[src/sdes_pkg.sv]
// Purpose: Constants for the switch drop-event status register bank
// Assumes: Register numbers are used directly as addresses on the plain port
// Notes:   Codes are the drop-reason encodings shared by both capture slots
package sdes_pkg;

  // Register numbers
  localparam logic [15:0] SDES_MASK_ADDR = 16'h1880;
  localparam logic [15:0] SDES_STAT_ADDR = 16'h1881;

  // Field widths and reset values
  localparam int          SDES_RSVD_W    = 17;
  localparam logic        SDES_MASK_RST  = 1'h1;
  localparam logic [3:0]  SDES_CODE_RST  = 4'h0;
  localparam logic [1:0]  SDES_PORT_RST  = 2'h0;

  // Drop-reason codes
  localparam logic [3:0]  SDES_C_TAG_ONLY  = 4'h0;
  localparam logic [3:0]  SDES_C_UNK_SMEM  = 4'h1;
  localparam logic [3:0]  SDES_C_SRC_NFWD  = 4'h2;
  localparam logic [3:0]  SDES_C_DST_NFWD  = 4'h3;
  localparam logic [3:0]  SDES_C_DST_NMEM  = 4'h4;
  localparam logic [3:0]  SDES_C_SRC_NMEM  = 4'h5;
  localparam logic [3:0]  SDES_C_UNK_UCAST = 4'h6;
  localparam logic [3:0]  SDES_C_UNK_MCAST = 4'h7;
  localparam logic [3:0]  SDES_C_BC_THROT  = 4'h8;
  localparam logic [3:0]  SDES_C_UNK_NFWD  = 4'h9;
  localparam logic [3:0]  SDES_C_SAME_PORT = 4'ha;
  localparam logic [3:0]  SDES_C_ADDR_FILT = 4'hb;
  localparam logic [3:0]  SDES_C_VID_ALL1  = 4'he;

endpackage

[src/sdes_status.sv]
// Purpose: Drop-event status register with two capture slots and mask
// Assumes: Drop cause inputs come from logic on SYS_CLK, valid with DROP_EVENT
// Notes:   Status clears on read; event coinciding with a read is kept
//
// The implementer's own choice: the plain strobed port.
`timescale 1ns/100ps

module sdes_status
  import sdes_pkg::*;
(
  // Clock and reset
  input  wire logic        SYS_CLK,
  input  wire logic        RST,
  // Register port
  input  wire logic [15:0] REG_ADDR,
  input  wire logic [31:0] REG_WDATA,
  input  wire logic        REG_WR,
  input  wire logic        REG_RD,
  output logic      [31:0] REG_RDATA,
  // Drop event and source port
  input  wire logic        DROP_EVENT,
  input  wire logic [1:0]  DROP_SRC_PORT,
  // Drop causes
  input  wire logic        VID_ALL_ONES,
  input  wire logic        TAGGED_ONLY_ADMISSION,
  input  wire logic        PKT_UNTAGGED,
  input  wire logic        BCAST_THROTTLED,
  input  wire logic        DA_FOUND,
  input  wire logic        DA_BROADCAST,
  input  wire logic        DA_MULTICAST,
  input  wire logic        MEMBER_CHECK_EN,
  input  wire logic        NONMEMBER_ADMIT,
  input  wire logic        SRC_MEMBER,
  input  wire logic        DST_MEMBER,
  input  wire logic        SRC_FORWARDING,
  input  wire logic        DST_FORWARDING,
  input  wire logic        SAME_PORT,
  input  wire logic        ADDR_FILTER,
  input  wire logic        UNKNOWN_UCAST_DISCARD,
  input  wire logic        UNKNOWN_MCAST_FILTER,
  // Switch interrupt
  output logic             SWITCH_IRQ
);

  // Status and mask state
  logic       mask_reg;
  logic       mask_next;
  logic       pend_reg;
  logic       pend_next;
  logic       a_val_reg;
  logic       a_val_next;
  logic [3:0] a_code_reg;
  logic [3:0] a_code_next;
  logic [1:0] a_port_reg;
  logic [1:0] a_port_next;
  logic       b_val_reg;
  logic       b_val_next;
  logic [3:0] b_code_reg;
  logic [3:0] b_code_next;
  logic [1:0] b_port_reg;
  logic [1:0] b_port_next;
  logic [31:0] rdata_next;
  logic       irq_next;

  // Address decode
  wire sel_mask = (REG_ADDR == SDES_MASK_ADDR);
  wire sel_stat = (REG_ADDR == SDES_STAT_ADDR);
  wire wr_mask  = REG_WR & sel_mask;
  wire rd_stat  = REG_RD & sel_stat;

  // Cause decode
  wire da_unknown = ~DA_FOUND;
  wire unk_or_bc  = da_unknown | DA_BROADCAST;
  wire known      = DA_FOUND & ~DA_BROADCAST;

  wire c_vid   = VID_ALL_ONES;
  wire c_tag   = TAGGED_ONLY_ADMISSION & PKT_UNTAGGED;
  wire c_bcth  = DA_BROADCAST & BCAST_THROTTLED;
  wire c_unfw  = unk_or_bc & ~SRC_FORWARDING;
  wire c_unsm  = unk_or_bc & MEMBER_CHECK_EN & ~NONMEMBER_ADMIT
                 & ~SRC_MEMBER;
  wire c_ucst  = UNKNOWN_UCAST_DISCARD & da_unknown
                 & ~DA_MULTICAST & ~DA_BROADCAST;
  wire c_mcst  = UNKNOWN_MCAST_FILTER & da_unknown
                 & DA_MULTICAST & ~DA_BROADCAST;
  wire c_filt  = known & ADDR_FILTER;
  wire c_same  = known & SAME_PORT;
  wire c_sfwd  = known & ~SRC_FORWARDING;
  wire c_dfwd  = known & ~DST_FORWARDING;
  wire c_smem  = known & MEMBER_CHECK_EN & ~NONMEMBER_ADMIT
                 & ~SRC_MEMBER;
  wire c_dmem  = known & MEMBER_CHECK_EN & ~DST_MEMBER;

  // Priority selection; reserved codes never produced
  wire [3:0] cause_code =
    c_vid  ? SDES_C_VID_ALL1  :
    c_tag  ? SDES_C_TAG_ONLY  :
    c_bcth ? SDES_C_BC_THROT  :
    c_unfw ? SDES_C_UNK_NFWD  :
    c_unsm ? SDES_C_UNK_SMEM  :
    c_ucst ? SDES_C_UNK_UCAST :
    c_mcst ? SDES_C_UNK_MCAST :
    c_filt ? SDES_C_ADDR_FILT :
    c_same ? SDES_C_SAME_PORT :
    c_sfwd ? SDES_C_SRC_NFWD  :
    c_dfwd ? SDES_C_DST_NFWD  :
    c_smem ? SDES_C_SRC_NMEM  :
             SDES_C_DST_NMEM;

  wire cause_hit = c_vid | c_tag | c_bcth | c_unfw | c_unsm | c_ucst | c_mcst
                   | c_filt | c_same | c_sfwd | c_dfwd | c_smem | c_dmem;
  wire evt       = DROP_EVENT & cause_hit;

  // Slot occupancy as seen after any read-clear in this cycle
  wire a_held = a_val_reg & ~rd_stat;
  wire b_held = b_val_reg & ~rd_stat;
  wire to_a   = evt & ~a_held;
  wire to_b   = evt & a_held & ~b_held;

  // Status word image
  wire [31:0] stat_word = {{SDES_RSVD_W{1'b0}},
                           b_code_reg,
                           b_port_reg,
                           b_val_reg,
                           a_code_reg,
                           a_port_reg,
                           a_val_reg,
                           pend_reg};
  wire [31:0] mask_word = {31'h0, mask_reg};

  // Next-state logic: read clears, a new event wins over the clear
  assign mask_next   = wr_mask ? REG_WDATA[0] : mask_reg;
  assign pend_next   = evt | (pend_reg & ~rd_stat);
  assign a_val_next  = to_a | a_held;
  assign a_code_next = to_a ? cause_code :
                       (a_held ? a_code_reg : SDES_CODE_RST);
  assign a_port_next = to_a ? DROP_SRC_PORT :
                       (a_held ? a_port_reg : SDES_PORT_RST);
  assign b_val_next  = to_b | b_held;
  assign b_code_next = to_b ? cause_code :
                       (b_held ? b_code_reg : SDES_CODE_RST);
  assign b_port_next = to_b ? DROP_SRC_PORT :
                       (b_held ? b_port_reg : SDES_PORT_RST);

  // Read data, one cycle after the read strobe
  assign rdata_next = ~REG_RD  ? 32'h0     :
                      sel_stat ? stat_word :
                      sel_mask ? mask_word : 32'h0;

  // Interrupt follows pending, gated by mask; status untouched
  assign irq_next = pend_next & ~mask_next;

  always_ff @(posedge SYS_CLK or posedge RST) begin
    if (RST) begin
      mask_reg   <= SDES_MASK_RST;
      pend_reg   <= 1'b0;
      a_val_reg  <= 1'b0;
      a_code_reg <= SDES_CODE_RST;
      a_port_reg <= SDES_PORT_RST;
      b_val_reg  <= 1'b0;
      b_code_reg <= SDES_CODE_RST;
      b_port_reg <= SDES_PORT_RST;
    end else begin
      mask_reg   <= mask_next;
      pend_reg   <= pend_next;
      a_val_reg  <= a_val_next;
      a_code_reg <= a_code_next;
      a_port_reg <= a_port_next;
      b_val_reg  <= b_val_next;
      b_code_reg <= b_code_next;
      b_port_reg <= b_port_next;
    end
  end

  always_ff @(posedge SYS_CLK or posedge RST) begin
    if (RST) begin
      REG_RDATA  <= 32'h0;
      SWITCH_IRQ <= 1'b0;
    end else begin
      REG_RDATA  <= rdata_next;
      SWITCH_IRQ <= irq_next;
    end
  end

endmodule

[config.mk]
export PLATFORM = sky130hd
export DESIGN_NAME = sdes_status
export DESIGN_NICKNAME = d
export VERILOG_FILES = /design/src/sdes_pkg.sv /design/src/sdes_status.sv
export SDC_FILE = /design/constraint.sdc
export NUM_CORES = 1
export LEC_CHECK = 0
export ABC_AREA = 1
export BUFFER_PORTS_ARGS = -buffer_cell sky130_fd_sc_hd__buf_2
export CAP_MARGIN = 20
export CORE_ASPECT_RATIO = 0.5
export CORE_MARGIN = 8
export CORE_UTILIZATION = 43
export DETAILED_ROUTE_END_ITERATION = 10
export HOLD_SLACK_MARGIN = 0.02
export PLACE_DENSITY = 0.8
export SYNTH_ARGS = -nofsm -noshare
export SYNTH_HDL_FRONTEND = slang
export SYNTH_SLANG_ARGS = --single-unit
export TNS_END_PERCENT = 100
[constraint.sdc]
create_clock -name SYS_CLK -period 1.35 [get_ports SYS_CLK]
set_clock_uncertainty 0.1 [all_clocks]
set_input_delay 0.27 -clock SYS_CLK [delete_from_list [all_inputs] [get_ports SYS_CLK]]
set_output_delay 0.27 -clock SYS_CLK [all_outputs]
set_load 0.02 [all_outputs]
==> results.sh <==
export IMPL_outcome="completed"
export IMPL_critical_path_max_stage_delay_ns=0.25
export IMPL_initial_core_util_pct=44.14
export IMPL_cp_max_fo=6
export IMPL_drtIter0Drc=32
export IMPL_ir_drop_mv=0.3812
export IMPL_diodes=0
export IMPL_cts_root_buf="clkbuf_8"
export IMPL_endpoint_kind="flip-flop"
export IMPL_comb_power_share_pct=13.7
export IMPL_seqPwrFrac_pct=45.7
export IMPL_hold_depth=3
export IMPL_rows=16
export IMPL_grt_overflow=0
export IMPL_firstDrtPassIters=4
export IMPL_finish_utilization_pct=58.14
export IMPL_cp_data_required_time_ns=1.46
export IMPL_largest_reg_flops=15
export IMPL_setup_viol=0
export IMPL_grt_max_degree=33
export IMPL_min_delay_start="DROP_SRC_PORT[0]"
export IMPL_clock_fmax_mhz=794.8
export IMPL_io_buffers=56
export IMPL_cts_made_buffers=5
export IMPL_clkPwrFrac_pct=40.6
export IMPL_grt_pass1_vias=1557
export IMPL_wl_per_cell_microns=11.37
export IMPL_clk_latency_ns=0.28
export IMPL_p_int_uw=1645
export IMPL_synth_enable_flop_cells=0
export IMPL_cp_depth=9
export IMPL_start_kind="input port"
export IMPL_nets=353
export IMPL_power_density_nw_per_um2=967.8
export IMPL_synth_area_per_cell_sq_um=8.317
export IMPL_hold_viol_final=0
export IMPL_drive_gt1_share_pct=37.59
export IMPL_cp_top_family="simple AND/OR/NAND/NOR gates"
export IMPL_die_w_microns=104.8
export IMPL_syn_inst=204
export IMPL_fin_crit_sh_pct=93.19
export IMPL_gp_congestion=0.7766
export IMPL_ys_flop_type="dfrtp_1"
export IMPL_swShare_pct=23.95
export IMPL_cp_slowest_cell="or2_4"
export IMPL_final_cell_area_sq_um=2235
export IMPL_dieArea_sq_um=6333
export IMPL_async_reset_ff_share_pct=100.0
export IMPL_cp_data_arrival_time_ns=1.37
export IMPL_ys_ff_latch=32
export IMPL_r2r_end="a_code_reg[2]"
export IMPL_p_leak_uw=0.001236
export IMPL_period_minus_slack_ns=1.258
export IMPL_totalWireLength_microns=3819
export IMPL_min_to="a_port_reg[0]"
export IMPL_dieHeight_microns=60.42
export IMPL_p_sw_uw=518.0
export IMPL_cts_tree="yes"
export IMPL_slew_violations=0
export IMPL_grt_pass1_wl_microns=6541
export IMPL_path_common_cell="nor2_4"
export IMPL_pin_count=105
export IMPL_clock_sink_count=32
export IMPL_crit_type="input port to flip-flop"
export IMPL_rrSetupSlack_ns=0.24
export IMPL_antenna_found_initial=0
export IMPL_reg2reg_from="a_val_reg"
export IMPL_min_path_type="input port to flip-flop"
export IMPL_avgViaCountPerCell=4.304
export IMPL_core_sq_um=3844
export IMPL_dpl_hpwl_microns=3168
export IMPL_max_cap_viol_count=0
export IMPL_rsz0062_at_grt="true"
export IMPL_yosysWarnings=0
export IMPL_num_fill_cells=336
export IMPL_grt_usage_pct=12.69
export IMPL_ant_nets=0
export IMPL_netlist_area_sq_um=1697
export IMPL_vias=1446
export IMPL_route_detailed_drc=0
export IMPL_crit_chain="buf_2, or2_4, nor2_4, nand3_2, nor2_4, nor2_2, nor2_4, nand2_1, o21ai_2"
export IMPL_area_growth_pct=31.71
export IMPL_clockBufferDepth=2
export IMPL_critPathBufInv=1
export IMPL_post_dp_cell_area_sq_um=2112
export IMPL_clk_pin_slew_ns=0.07
export IMPL_rr_worst_depth=5
export IMPL_synth_cell_types=29
export IMPL_htreeDepth=2
export IMPL_ys_seq_area_share_pct=47.27
[power groups by stage]
stage / Combinational [uW] / Sequential (uW) / Clock [uW]
3_3_place_gp: 280 / 1000 / 0
4_1_cts: 295 / 987 / 892
6_report: 296 / 988 / 879
5_1_grt: 332 / 989 / 925
3_5_place_dp: 291 / 1000 / 0
2_1_floorplan: 211 / 1000 / 0
[synth_stat cells, types with 2 or more instances]
master / number / area share (%)
nand2_1: 48 / 11
dfrtp_1: 31 / 46
inv_1: 29 / 6.4
nor2_1: 24 / 5.3
buf_4: 17 / 7.5
nand3_1: 14 / 4.1
nor2_4: 6 / 4.0
o21ai_2: 6 / 3.1
nor2_2: 3 / 1.1
o21ai_0: 3 / 0.88
o21ai_1: 3 / 0.88
inv_2: 2 / 0.44
nand3b_1: 2 / 0.88
[worst reg2reg max path: cells and delay by family, from the launching register on]
family | cells | cell delay, ns
AO/OA/AOI/OAI | 1 | 0.06
buffers and inverters | 1 | 0.09
AND/OR/NAND/NOR | 3 | 0.30
flip-flops | 1 | 0.44
[cells by family (layout without fill, tap and decap cells)]
| family | after synthesis | count (layout) | share of synthesized area (%) |
|---|---|---|---|
| AND/OR/NAND/NOR | 106 | 106 | 31.56 |
| buffers and inverters | 50 | 112 | 14.90 |
| AO/OA/AOI/OAI | 15 | 15 | 6.047 |
| other | 1 | 17 | 0.2210 |
| flip-flops | 32 | 32 | 47.27 |
[worst max-delay path by stage]
stage               endpoint  slack [ns]    startpoint
2_1_floorplan  b_code_reg[0]       -0.02   REG_ADDR[8]
3_3_place_gp   a_code_reg[2]       -0.15   REG_ADDR[8]
3_5_place_dp   a_code_reg[2]       -0.19   REG_ADDR[5]
4_1_cts        a_code_reg[2]        0.08   REG_ADDR[3]
5_1_grt        b_code_reg[1]       -0.02  DA_BROADCAST
6_report       a_code_reg[2]        0.09   REG_ADDR[5]
[per-layer routing]
layer / vias to the layer above / wire length (microns) / track usage [%] / share of wire (%)
li1: 740 / - / - / -
met1: 637 / 1624 / 13.78 / 43
met2: 62 / 1838 / 22.72 / 48
met3: 7 / 284 / 3.919 / 7.4
met4: 0 / 71 / 6.627 / 1.9
met5: - / 0 / 0 / 0
[cell usage in the layout (no fill, tap or decap), types with 2 or more instances in the layout]
| cell | instances |
|---|---|
| o21ai_2 | 6 |
| nand3_1 | 14 |
| conb_1 | 17 |
| nand3b_1 | 2 |
| o21ai_0 | 3 |
| dfrtp_1 | 31 |
| nor2_2 | 5 |
| nand2_1 | 48 |
| o21ai_1 | 3 |
| inv_2 | 2 |
| nor2_4 | 6 |
| inv_1 | 29 |
| buf_4 | 13 |
| clkbuf_8 | 5 |
| or2_4 | 2 |
| nor2_1 | 22 |
| buf_2 | 56 |
| buf_12 | 2 |
[repair_timing]
action                                  CTS  global route
gates resized for setup                   0             2
setup buffers                             0             0
hold buffers                              1             0
endpoints found under the setup margin    0             7
hold endpoints to repair                 31             0
[stage by stage]
step | cells | setup slack (ns) | total power (uW) | setup TNS (ns) | hold slack, ns
after CTS | 336 | 0.08144 | 2174 | 0 | 0.1186
after global placement | 327 | -0.1524 | 1284 | -3.322 | 0.2116
after detailed placement | 327 | -0.1899 | 1295 | -4.413 | 0.2285
after floorplan | 220 | -0.01781 | 1214 | -0.1069 | 0.2832
final | 336 | 0.09189 | 2163 | 0 | 0.1208
after global routing | 336 | -0.02373 | 2246 | -0.06258 | 0.1259
[cell type report]
type / instances / area, sq um / area share [%]
tap: 54 / 67.56 / 3.024
clock inverter: 2 / 35.03 / 1.568
clock buffer: 6 / 72.57 / 3.247
inverter: 32 / 120.1 / 5.375
timing repair buffer: 72 / 427.9 / 19.15
multi-input combinational: 138 / 709.4 / 31.75
sequential: 32 / 802.0 / 35.89
(Power assumes the default switching activity.)
